## config.mk

```make
export PLATFORM = sky130hd
export DESIGN_NAME = program_sequencer_stack
export DESIGN_NICKNAME = d
export VERILOG_FILES = /design/src/verilog/seq_pkg.sv /design/src/verilog/return_stack.sv /design/src/verilog/program_sequencer_stack.sv
export SDC_FILE = /design/constraint.sdc
export NUM_CORES = 1
export LEC_CHECK = 0
export ABC_AREA = 0
export BUFFER_PORTS_ARGS = -buffer_cell sky130_fd_sc_hd__buf_2
export CELL_PAD_IN_SITES_DETAIL_PLACEMENT = 2
export CELL_PAD_IN_SITES_GLOBAL_PLACEMENT = 2
export CORE_MARGIN = 2
export CORE_UTILIZATION = 37
export DETAILED_ROUTE_END_ITERATION = 6
export PLACE_DENSITY_LB_ADDON = 0.05
export SYNTH_ARGS = -nofsm -noshare
export SYNTH_HDL_FRONTEND = slang
export SYNTH_SLANG_ARGS = --single-unit
```

## constraint.sdc

```tcl
create_clock -name i_core_clk -period 6.9 [get_ports i_core_clk]
set_input_delay 0.69 -clock i_core_clk [delete_from_list [all_inputs] [get_ports i_core_clk]]
set_output_delay 0.69 -clock i_core_clk [all_outputs]
set_load 0.02 [all_outputs]
```

## src/verilog/seq_pkg.sv

```systemverilog
// Constants and carrier types for the program sequencer core
// Function
// - 3-bit upper offset plus accumulator forms offset
// - Push program counter on interrupt, call, lookup
// - Eight identical program-counter-wide stack entries
// - Overflow silently overwrites older stack entries
// - Call at pointer seven wraps, overwrites entry zero
// - 3-bit stack pointer, readable into accumulator
// - Context save captures pointer, flags, A, B
// - Context save used only by interrupt entry/return
// - Skip flag saved across interrupt entry
// - Counter advances by length or loads target
// - Page field bit 7 up, offset bits 6-0
// - Offset 127 rolls into next page offset 0
// - RAM pointer: group, file, digit selectors
// - Digit selector picks port bit for bit ops
// - 10-bit ROM words, 128-word pages
// - Interrupt vectors in page 1, even addresses 0x80 to 0x8e
// - Page two call targets 0x100 to 0x17f
// - Table lookup reads ROM bits 7 to 0
// - 4-bit accumulator, low part of indirect offset
package seq_pkg;

  localparam int PC_W        = 13;
  localparam int OFS_W       = 7;
  localparam int PAGE_W      = PC_W - OFS_W;
  localparam int SP_W        = 3;
  localparam int DEPTH       = 8;
  localparam int ROM_W       = 10;
  localparam int UPPER_W     = 3;
  localparam int ACC_W       = 4;
  localparam int GRP_W       = 1;
  localparam int FILE_W      = 4;
  localparam int DIGIT_W     = 4;
  localparam int VEC_W       = 3;
  localparam int TABLE_W     = 8;

  localparam logic [SP_W-1:0]   SP_RESET    = 3'h7;
  localparam logic [PC_W-1:0]   PC_RESET    = 13'h0000;
  localparam logic [PAGE_W-1:0] VEC_PAGE    = 6'h01;
  localparam logic [PAGE_W-1:0] CALL2_PAGE  = 6'h02;
  localparam logic [OFS_W-1:0]  OFS_LAST    = 7'h7f;

  typedef enum logic [3:0] {
    OP_NONE    = 4'h0,
    OP_STEP    = 4'h1,
    OP_JUMP    = 4'h2,
    OP_CALL    = 4'h3,
    OP_CALL2   = 4'h4,
    OP_BRA_ACC = 4'h5,
    OP_CALL_ACC= 4'h6,
    OP_TABLE   = 4'h7,
    OP_RET     = 4'h8,
    OP_IRET    = 4'h9,
    OP_IRQ     = 4'ha
  } seq_op_e;

  typedef struct packed {
    logic [GRP_W-1:0]   group;
    logic [FILE_W-1:0]  file;
    logic [DIGIT_W-1:0] digit;
  } ram_ptr_s;

  typedef struct packed {
    ram_ptr_s           ptr;
    logic               carry;
    logic               skip;
    logic [ACC_W-1:0]   acc;
    logic [ACC_W-1:0]   breg;
  } context_s;

  typedef struct packed {
    seq_op_e            op;
    logic [1:0]         length;
    logic [PC_W-1:0]    target;
    logic [OFS_W-1:0]   call2_ofs;
    logic [PAGE_W-1:0]  ind_page;
    logic [VEC_W-1:0]   vector;
  } seq_cmd_s;

endpackage : seq_pkg

```

## src/verilog/return_stack.sv

```systemverilog
// Eight-entry return stack with wrapping pointer
`timescale 1ns/100ps
module return_stack #(
  parameter int DEPTH = seq_pkg::DEPTH,
  parameter int W     = seq_pkg::PC_W
) (
  input  wire logic                      i_core_clk,
  input  wire logic                      i_resetn,
  input  wire logic                      i_wake,
  input  wire logic                      i_push,
  input  wire logic                      i_pop,
  input  wire logic [W-1:0]              i_data,
  output logic      [W-1:0]              o_top,
  output logic      [seq_pkg::SP_W-1:0]  o_pointer
);

  logic [W-1:0]             entry_reg [DEPTH];
  logic [seq_pkg::SP_W-1:0] sp_reg;
  logic [seq_pkg::SP_W-1:0] sp_next;

  assign sp_next   = sp_reg + seq_pkg::SP_W'(1);
  assign o_top     = entry_reg[sp_reg];
  assign o_pointer = sp_reg;

  always_ff @(posedge i_core_clk or negedge i_resetn)
  begin
    if (!i_resetn)
      sp_reg <= seq_pkg::SP_RESET;
    else if (i_wake)
      sp_reg <= seq_pkg::SP_RESET;
    else if (i_push)
      sp_reg <= sp_next;
    else if (i_pop)
      sp_reg <= sp_reg - seq_pkg::SP_W'(1);
  end

  always_ff @(posedge i_core_clk or negedge i_resetn)
  begin
    if (!i_resetn)
    begin
      for (int i = 0; i < DEPTH; i++)
        entry_reg[i] <= '0;
    end
    else if (i_push && !i_wake)
      entry_reg[sp_next] <= i_data;
  end

endmodule : return_stack

```

## src/verilog/program_sequencer_stack.sv

```systemverilog
// Program counter, stack, context save and data pointer sequencer
`timescale 1ns/100ps
module program_sequencer_stack (
  input  wire logic                          i_core_clk,
  input  wire logic                          i_resetn,
  input  wire logic                          i_wake,
  input  wire logic                          i_cmd_valid,
  input  wire seq_pkg::seq_cmd_s             i_cmd,
  input  wire logic [seq_pkg::ROM_W-1:0]     i_rom_data,
  input  wire seq_pkg::context_s             i_context,
  input  wire logic                          i_skip_set,
  input  wire logic                          i_skip_clr,
  input  wire logic                          i_upper_we,
  input  wire logic [seq_pkg::UPPER_W-1:0]   i_upper_data,
  input  wire logic                          i_acc_we,
  input  wire logic [seq_pkg::ACC_W-1:0]     i_acc_data,
  input  wire logic                          i_ptr_we,
  input  wire seq_pkg::ram_ptr_s             i_ptr_data,
  input  wire logic                          i_sp_to_acc,
  output logic      [seq_pkg::PC_W-1:0]      o_program_counter,
  output logic      [seq_pkg::PAGE_W-1:0]    o_page_field,
  output logic      [seq_pkg::OFS_W-1:0]     o_offset_field,
  output logic      [seq_pkg::SP_W-1:0]      o_stack_pointer,
  output logic      [seq_pkg::ACC_W-1:0]     o_acc,
  output logic                               o_skip,
  output seq_pkg::ram_ptr_s                  o_ram_pointer,
  output logic      [seq_pkg::DIGIT_W-1:0]   o_port_bit_sel,
  output logic      [seq_pkg::TABLE_W-1:0]   o_table_data,
  output logic                               o_table_valid,
  output logic                               o_busy,
  output logic                               o_restore_valid,
  output seq_pkg::context_s                  o_restore
);

  typedef enum logic [1:0] {
    ST_RUN   = 2'b00,
    ST_FETCH = 2'b01,
    ST_BACK  = 2'b11
  } seq_state_e;

  seq_state_e                       state_reg;
  logic [seq_pkg::PC_W-1:0]         pc_reg;
  logic [seq_pkg::PC_W-1:0]         pc_next;
  logic [seq_pkg::UPPER_W-1:0]      upper_reg;
  logic [seq_pkg::ACC_W-1:0]        acc_reg;
  logic                             skip_reg;
  seq_pkg::ram_ptr_s                ptr_reg;
  seq_pkg::context_s                save_reg;
  logic [seq_pkg::TABLE_W-1:0]      table_reg;
  logic                             table_vld_reg;
  logic                             restore_vld_reg;
  logic [seq_pkg::OFS_W-1:0]        ind_ofs;
  logic                             run;
  logic                             push;
  logic                             pop;
  logic [seq_pkg::PC_W-1:0]         push_data;
  logic [seq_pkg::PC_W-1:0]         stack_top;
  logic [seq_pkg::SP_W-1:0]         sp;

  assign run     = (state_reg == ST_RUN) && i_cmd_valid && !i_wake;
  assign ind_ofs = {upper_reg, acc_reg};

  // Stack traffic
  always_comb
  begin
    push      = 1'b0;
    pop       = 1'b0;
    push_data = pc_reg + seq_pkg::PC_W'(i_cmd.length);
    if (run)
    begin
      case (i_cmd.op)
        seq_pkg::OP_CALL,
        seq_pkg::OP_CALL2,
        seq_pkg::OP_CALL_ACC: push = 1'b1;
        seq_pkg::OP_TABLE:    push = 1'b1;
        seq_pkg::OP_IRQ:
        begin
          push      = 1'b1;
          push_data = pc_reg;
        end
        seq_pkg::OP_RET,
        seq_pkg::OP_IRET:     pop = 1'b1;
        default: ;
      endcase
    end
    else if (state_reg == ST_BACK)
      pop = 1'b1;
  end

  return_stack #(
    .DEPTH (seq_pkg::DEPTH),
    .W     (seq_pkg::PC_W)
  ) u_stack (
    .i_core_clk (i_core_clk),
    .i_resetn   (i_resetn),
    .i_wake     (i_wake),
    .i_push     (push),
    .i_pop      (pop),
    .i_data     (push_data),
    .o_top      (stack_top),
    .o_pointer  (sp)
  );

  // Next program counter
  always_comb
  begin
    pc_next = pc_reg;
    if (run)
    begin
      case (i_cmd.op)
        seq_pkg::OP_STEP:
          pc_next = pc_reg + seq_pkg::PC_W'(i_cmd.length);
        seq_pkg::OP_JUMP,
        seq_pkg::OP_CALL:
          pc_next = i_cmd.target;
        seq_pkg::OP_CALL2:
          pc_next = {seq_pkg::CALL2_PAGE, i_cmd.call2_ofs};
        seq_pkg::OP_BRA_ACC,
        seq_pkg::OP_CALL_ACC:
          pc_next = {i_cmd.ind_page, ind_ofs};
        seq_pkg::OP_TABLE:
          pc_next = {pc_reg[seq_pkg::PC_W-1:seq_pkg::OFS_W], ind_ofs};
        seq_pkg::OP_RET,
        seq_pkg::OP_IRET:
          pc_next = stack_top;
        seq_pkg::OP_IRQ:
          pc_next = {seq_pkg::VEC_PAGE,
                     {(seq_pkg::OFS_W-seq_pkg::VEC_W-1){1'b0}},
                     i_cmd.vector, 1'b0};
        default: pc_next = pc_reg;
      endcase
    end
    else if (state_reg == ST_BACK)
      pc_next = stack_top;
  end

  always_ff @(posedge i_core_clk or negedge i_resetn)
  begin
    if (!i_resetn)
      pc_reg <= seq_pkg::PC_RESET;
    else if (i_wake)
      pc_reg <= seq_pkg::PC_RESET;
    else
      pc_reg <= pc_next;
  end

  // Table lookup sequence
  always_ff @(posedge i_core_clk or negedge i_resetn)
  begin
    if (!i_resetn)
      state_reg <= ST_RUN;
    else if (i_wake)
      state_reg <= ST_RUN;
    else
    begin
      case (state_reg)
        ST_RUN:
          if (run && i_cmd.op == seq_pkg::OP_TABLE)
            state_reg <= ST_FETCH;
        ST_FETCH: state_reg <= ST_BACK;
        ST_BACK:  state_reg <= ST_RUN;
        default:  state_reg <= ST_RUN;
      endcase
    end
  end

  always_ff @(posedge i_core_clk or negedge i_resetn)
  begin
    if (!i_resetn)
    begin
      table_reg     <= '0;
      table_vld_reg <= 1'b0;
    end
    else
    begin
      table_vld_reg <= (state_reg == ST_FETCH);
      if (state_reg == ST_FETCH)
        table_reg <= i_rom_data[seq_pkg::TABLE_W-1:0];
    end
  end

  // Upper offset register
  always_ff @(posedge i_core_clk or negedge i_resetn)
  begin
    if (!i_resetn)
      upper_reg <= '0;
    else if (i_upper_we)
      upper_reg <= i_upper_data;
  end

  // Accumulator, skip flag and data pointer, restored on interrupt return
  always_ff @(posedge i_core_clk or negedge i_resetn)
  begin
    if (!i_resetn)
      acc_reg <= '0;
    else if (run && i_cmd.op == seq_pkg::OP_IRET)
      acc_reg <= save_reg.acc;
    else if (i_sp_to_acc)
      acc_reg <= {1'b0, sp};
    else if (i_acc_we)
      acc_reg <= i_acc_data;
  end

  always_ff @(posedge i_core_clk or negedge i_resetn)
  begin
    if (!i_resetn)
      skip_reg <= 1'b0;
    else if (run && i_cmd.op == seq_pkg::OP_IRET)
      skip_reg <= save_reg.skip;
    else if (i_skip_set)
      skip_reg <= 1'b1;
    else if (i_skip_clr)
      skip_reg <= 1'b0;
  end

  always_ff @(posedge i_core_clk or negedge i_resetn)
  begin
    if (!i_resetn)
      ptr_reg <= '0;
    else if (run && i_cmd.op == seq_pkg::OP_IRET)
      ptr_reg <= save_reg.ptr;
    else if (i_ptr_we)
      ptr_reg <= i_ptr_data;
  end

  // Single-stage context save, interrupt only
  always_ff @(posedge i_core_clk or negedge i_resetn)
  begin
    if (!i_resetn)
      save_reg <= '0;
    else if (run && i_cmd.op == seq_pkg::OP_IRQ)
    begin
      save_reg       <= i_context;
      save_reg.ptr   <= ptr_reg;
      save_reg.acc   <= acc_reg;
      save_reg.skip  <= skip_reg;
    end
  end

  always_ff @(posedge i_core_clk or negedge i_resetn)
  begin
    if (!i_resetn)
      restore_vld_reg <= 1'b0;
    else
      restore_vld_reg <= run && i_cmd.op == seq_pkg::OP_IRET;
  end

  assign o_program_counter = pc_reg;
  assign o_page_field      = pc_reg[seq_pkg::PC_W-1:seq_pkg::OFS_W];
  assign o_offset_field    = pc_reg[seq_pkg::OFS_W-1:0];
  assign o_stack_pointer   = sp;
  assign o_acc             = acc_reg;
  assign o_skip            = skip_reg;
  assign o_ram_pointer     = ptr_reg;
  assign o_port_bit_sel    = ptr_reg.digit;
  assign o_table_data      = table_reg;
  assign o_table_valid     = table_vld_reg;
  assign o_busy            = (state_reg != ST_RUN);
  assign o_restore_valid   = restore_vld_reg;
  assign o_restore         = save_reg;

endmodule : program_sequencer_stack

```

**After elaboration in Yosys (flattened, before gate mapping)**

Cells that the tools add are included.

- Output and inout port bits: 77
- Word-level logic and storage cells: 104
- Bits in registers: 168

- $add $sub $neg: 3
- Equal/unequal tests: 16
- Order comparisons: 3
- Muxes and demuxes: 31
- Bitwise gates (word level): 2
- Reduce and logical (&&, ||, !) cells: 21

Operators by type and width:

| kind | number |
|---|---|
| $bwmux 104 | 1 |
| $mux 13 | 8 |
| $pmux 13 s7 | 1 |
| $bmux 13 s3 | 1 |
| $demux 13 s3 | 1 |
| $mux 9 | 2 |
| $eq 4x3->1 const B | 4 |
| $add 13x2->13 | 1 |
| $eq 4x4->1 const B | 3 |
| $mux 4 | 3 |
| $reduce_bool 3->1 | 4 |
| $mux 3 | 3 |
| $ne 9x2->1 const B | 1 |
| $eq 4x2->1 const B | 2 |
| $ge 4x4->1 const B | 2 |
| $mux 1 | 8 |
| $ne 8x2->1 const B | 1 |
| $not 3->4 | 2 |
| $logic_and 1x1->1 | 7 |
| $reduce_or 2->1 | 3 |
| $reduce_or 5->1 | 1 |
| $eq 4x1->1 const B | 1 |
| $lt 4x1->1 const B | 1 |
| $mux 2 | 2 |
| other kinds (12) | 13 |

**Depth between registers and ports, before layout**

- Word-level depth: 7
- Depth in mapped cells: 10
- Gate-level depth less buffers: 7

**Cells and area by module**

A second synthesis with hierarchy kept.

- Cells, all modules: 731
- Area, all modules: 8971.1 um2

Modules (own cells, without submodules):

| module | times used | cells each | area each (um2) | seq. area each (um2) |
|---|---|---|---|---|
| return_stack | 1 | 300 | 5007.3 | 2681.3 |
| program_sequencer_stack | 1 | 431 | 3963.8 | 1526.5 |

**Worst setup path after synthesis**

OpenSTA, ideal clock, no wires.

- Path type: register to register
- Start: register u_stack.sp_reg (netlist bit u_stack.o_pointer[1])
- End: register u_stack.entry_reg[99] (netlist name)
- Cell stages (with the launch flop): 9
- Buffers on the path: 3
- Setup time: 0.128 ns
- Data required time: 6.772 ns
- Path slack: 3.874 ns
- Clock period less this slack: 3.026 ns
- Arrival time: 2.899 ns
- Cells stage by stage: dfstp_2 clkbuf_1 clkbuf_1 inv_1 ha_1 or3_1 or4_1 buf_2 mux2_1

- Longest elaborated chain between the ends: 7
- Elaborated cells on any way between the ends: 8

Ends and longest elaborated chain:

| item | RTL line | RTL |
|---|---|---|
| start, declared | return_stack.sv:18 | `logic [seq_pkg::SP_W-1:0] sp_reg;` |
| start signal, assigned | return_stack.sv:28 | `sp_reg <= seq_pkg::SP_RESET;` |
| start signal, assigned | return_stack.sv:30 | `sp_reg <= seq_pkg::SP_RESET;` |
| start signal, assigned | return_stack.sv:32 | `sp_reg <= sp_next;` |
| $add 3x1->3 (*) | return_stack.sv:21 | `assign sp_next = sp_reg + seq_pkg::SP_W'(1);` |
| $not 3->4 (implied by the code) (*) | return_stack.sv:45 | `entry_reg[sp_next] <= i_data;` |
| $ge 4x4->1 (implied by the code) / $lt 4x1->1 (equally long branches) | return_stack.sv:45 |  |
| $logic_and 1x1->1 (implied by the code) | return_stack.sv:45 |  |
| $mux 13 (implied by the code) | return_stack.sv:45 |  |
| $demux 13 s3 (*) | return_stack.sv:45 |  |
| $bwmux 104 (*) | return_stack.sv:45 |  |
| end signal, assigned by index | return_stack.sv:45 |  |
| end, declared | return_stack.sv:17 | `logic [W-1:0] entry_reg [DEPTH];` |

Mark *: on every way between the ends. The rest lies on a longest branch, timed or not.
A chain may end at the register's enable or synchronous reset.

**Worst setup path in the final report**

- Start: register u_stack.sp_reg (netlist bit u_stack.o_pointer[0])
- End: register u_stack.entry_reg[47] (netlist name)

The elaborated chain is that of the path after synthesis.

==> metrics.md <==
| Metric | Value |
|---|---|
| Routed via count | 7346 |
| Antenna viol nets, final | 0 |
| Cell Rows | 56 |
| Clock sinks | 168 |
| CP max stage delay | 0.90 ns |
| Max-cap violations | 0 |
| DR iter-0 viols | 335 |
| Vias in the first global route | 7876 |
| Post-synth top area share | 0.4737 |
| Synth area leaders | dfrtp_1 47%, nand2_1 7.5%, o21ai_0 4.9% |
| Top cell type by total area after synthesis | dfrtp_1 |
| Gr usage total | 0.2455 |
| Routed WL | between 20000 and 30000 µm |
| Ys async rst share | 1.000 |
| Synth cell types | 64 |
| Clock skew | 0.01247 ns |
| Layout net count | about 1100 |
| Crit path DAT | slightly below 4 ns |
| R2R cell count | 6 |
| Crit-path max FO | 35 |
| Main synth FF type | dfrtp_1 |
| Critical R2R Capture | u_stack.entry_reg[47] |
| Crit Path Class | reg -> reg |
| Crit-path cells | buf_4 > inv_2 > ha_1 > or3_1 > or4_1 > mux2_1 |
| Post-synth EDFFs | 0 |
| Wire length per cell | 21.97 µm |
| DP HPWL | 19690 µm |
| Critical path capture point type | flop |
| Hold buffer count at cts | 0 |
| Die X | 157.5 µm |
| Antenna diode count | 0 |
| Syn_area_per_cell | a little under 10 µm² |
| Initial core utilization | 0.3736 |
| DR pass1 iterations | 4 |
| Pwr Density | 284.5 nW/µm² |
| Crit-path leading delay family | simple AND/OR/NAND/NOR gates |
| CP required | 7.23 ns |
| Multi-input combinational cell area | 4064 µm² |
| R2r setup slk | around 3.3 ns |
| Share of layout cells above drive strength 1 | 0.2424 |
| Clk Latency, worst-skew pair | 0.44 ns |
| Cts repair resizes | 0 |
| Die ar. | roughly 25000 µm² |
| Setup TNS | 0 ns |
| Placer Congestion | around 0.76 |
| Htree depth | 4 |
| CTS tree | yes |
| Synth cell count leaders | 174 x nand2_1, 165 x dfrtp_1, 85 x o21ai_0, 49 x a21oi_1, 46 x clkbuf_1 |
| CTS Buf Count | 17 |
| First-pass GRT wire length | ~46000 µm |
| CORE AREA | roughly 23000 µm² |
| Boundary pin count | ~170 |
| Fin. Hold Viols | 0 |
| Minimum clock period | about 3.6 ns |
| Final period util | 0.5151 |
| Syn nets | 1002 |
| CTS max path bufs | 2 |
| # DRC | 0 |
| Initial antenna violation count | 0 |
| RSZ-0062 raised after global routing | false |
| WP buf/inv | 2 |
| Vias per cell | 5.490 |
| Fmax | 0.2814 GHz |
| Clock root cell | clkbuf_16 |
| Final setup vio count | 0 |
| Setup Buffers After CTS | 0 |
| Static Leakage | 4.736 nW |
| Status | completed |
| CP Launch Type | flop |
| Seq/Total Area, Yosys | 0.4828 |
| Sequential cell area | 4208 µm² |
| Worst min path class | in -> async |
| Synth Cell Area | 8716 µm² |
| Port Buffer Count | 150 |
| Worst r2r src | u_stack.o_pointer[0] |
| Peak VDD IR | about 0.15 mV |
| Most frequent cell after synthesis | nand2_1 |
| CTS clk-pin slew, worst paths | 0.08 ns |
| Largest net degree at the start of global routing | 98 |
| Cell count after synthesis | 907 |
| Tightest Pin Transition | 1.180 ns |
| Die Y | 157.5 µm |
| Slowest cell on the critical path | or4_1 |
| Grt total ovfl | 0 |
| Fillers | 2561 |
| Total power | 2.887 mW |
| Seq cells post-synth | 168 |
| Worst hold slack | 0.3808 ns |
| Max FFs per register | 104 |
| YS warnings | 0 |
| Max-slew headroom | 0.2132 |
| Area grow syn2layout | 16.39% |
| Critical Path Stages | 6 |
| Max Slew Vio Count | 0 |
==> worst max-delay path by stage <==
stage | end | startpoint | slack [ns]
detailed placement | u_stack.entry_reg[73] | i_cmd[32] | 3.14
finish | u_stack.entry_reg[47] | u_stack.o_pointer[0] | 3.35
global route | u_stack.entry_reg[47] | u_stack.o_pointer[0] | 3.15
CTS | u_stack.entry_reg[47] | u_stack.o_pointer[0] | 3.29
floorplan | u_stack.entry_reg[99] | u_stack.o_pointer[1] | 3.87
global placement | u_stack.entry_reg[73] | i_cmd[32] | 3.27
==> power breakdown <==
group / switching [mW] / leakage, nW / internal (mW)
clock network: 0.470 / 0.285 / 0.494
registers: 0.123 / 2.20 / 1.17
logic: 0.376 / 2.25 / 0.251
==> through the flow <==
step	std cells	utilization	area, µm²	setup WS [ns]
2_1_floorplan	907	-	8716	3.874
5_1_grt	1338	0.4348	10140	3.149
6_report	1338	0.4348	10140	3.346
3_3_place_gp	1306	0.4097	9559	3.268
4_1_cts	1338	0.4348	10140	3.291
3_5_place_dp	1306	0.4097	9559	3.145
==> placed cells by master (no fill, tap or decap), types with 4 or more instances in the layout <==
cell type | netlist | routed
a211o_1 | 6 | 6
a211oi_1 | 7 | 7
a21oi_1 | 49 | 49
a22oi_1 | 8 | 8
a31oi_1 | 9 | 9
a32oi_1 | 4 | 4
and2_1 | 5 | 5
and3_1 | 4 | 4
buf_2 | 12 | 149
buf_4 | 17 | 11
clkbuf_16 | 0 | 17
dfrtp_1 | 165 | 165
ha_1 | 4 | 4
inv_1 | 10 | 10
inv_8 | 0 | 6
mux2_2 | 25 | 25
mux2i_1 | 35 | 35
mux4_2 | 16 | 16
nand2_1 | 174 | 174
nand3_1 | 17 | 17
nand4_1 | 8 | 8
nor2_1 | 43 | 43
nor2b_1 | 16 | 16
nor3_1 | 10 | 9
nor4_1 | 5 | 5
o211ai_1 | 5 | 5
o21ai_0 | 85 | 85
o21ai_1 | 22 | 22
o221ai_1 | 4 | 4
or3_1 | 4 | 4
or4_1 | 4 | 4
xnor2_1 | 13 | 13
xor2_1 | 11 | 11
==> routing by layer <==
| metal | part of all wire | global-route usage | vias up | wire [µm] |
|---|---|---|---|---|
| met1 | 0.47 | 0.3376 | 3808 | 13900 |
| met4 | 0.014 | 0.05844 | 0 | 401 |
| li1 | - | - | 3381 | - |
| met2 | 0.48 | 0.4109 | 134 | 14130 |
| met3 | 0.032 | 0.03469 | 23 | 955 |
| met5 | 0 | 0 | - | 0 |
==> worst register-to-register path, cell delays in order (launching register included) <==
cell and delay, ns:
dfstp_2 0.52, buf_4 0.46, inv_2 0.24, ha_1 0.42, or3_1 0.40, or4_1 0.90, mux2_1 0.50
==> cell type report <==
type                            count  share of cell area
Sequential cell                   168              0.4148
Tap cell                          319             0.03934
Clock buffer                       18             0.04329
Timing Repair Buffer              161             0.08276
Inverter                           13            0.004810
Clock inverter                     14             0.01443
Multi-Input combinational cell    645              0.4006
==> logic make-up (layout without fill, tap and decap cells) <==
group,Yosys count,in the layout,share of synthesized area
compound gates,227,227,0.1543
xor+xnor,24,24,0.02412
fa+ha+maj,5,5,0.008039
buf+inv,94,206,0.05211
flops,168,168,0.4828
mux,78,78,0.1164
simple gates,311,311,0.1622
Note: power is estimated with default switching activity, not from simulation.
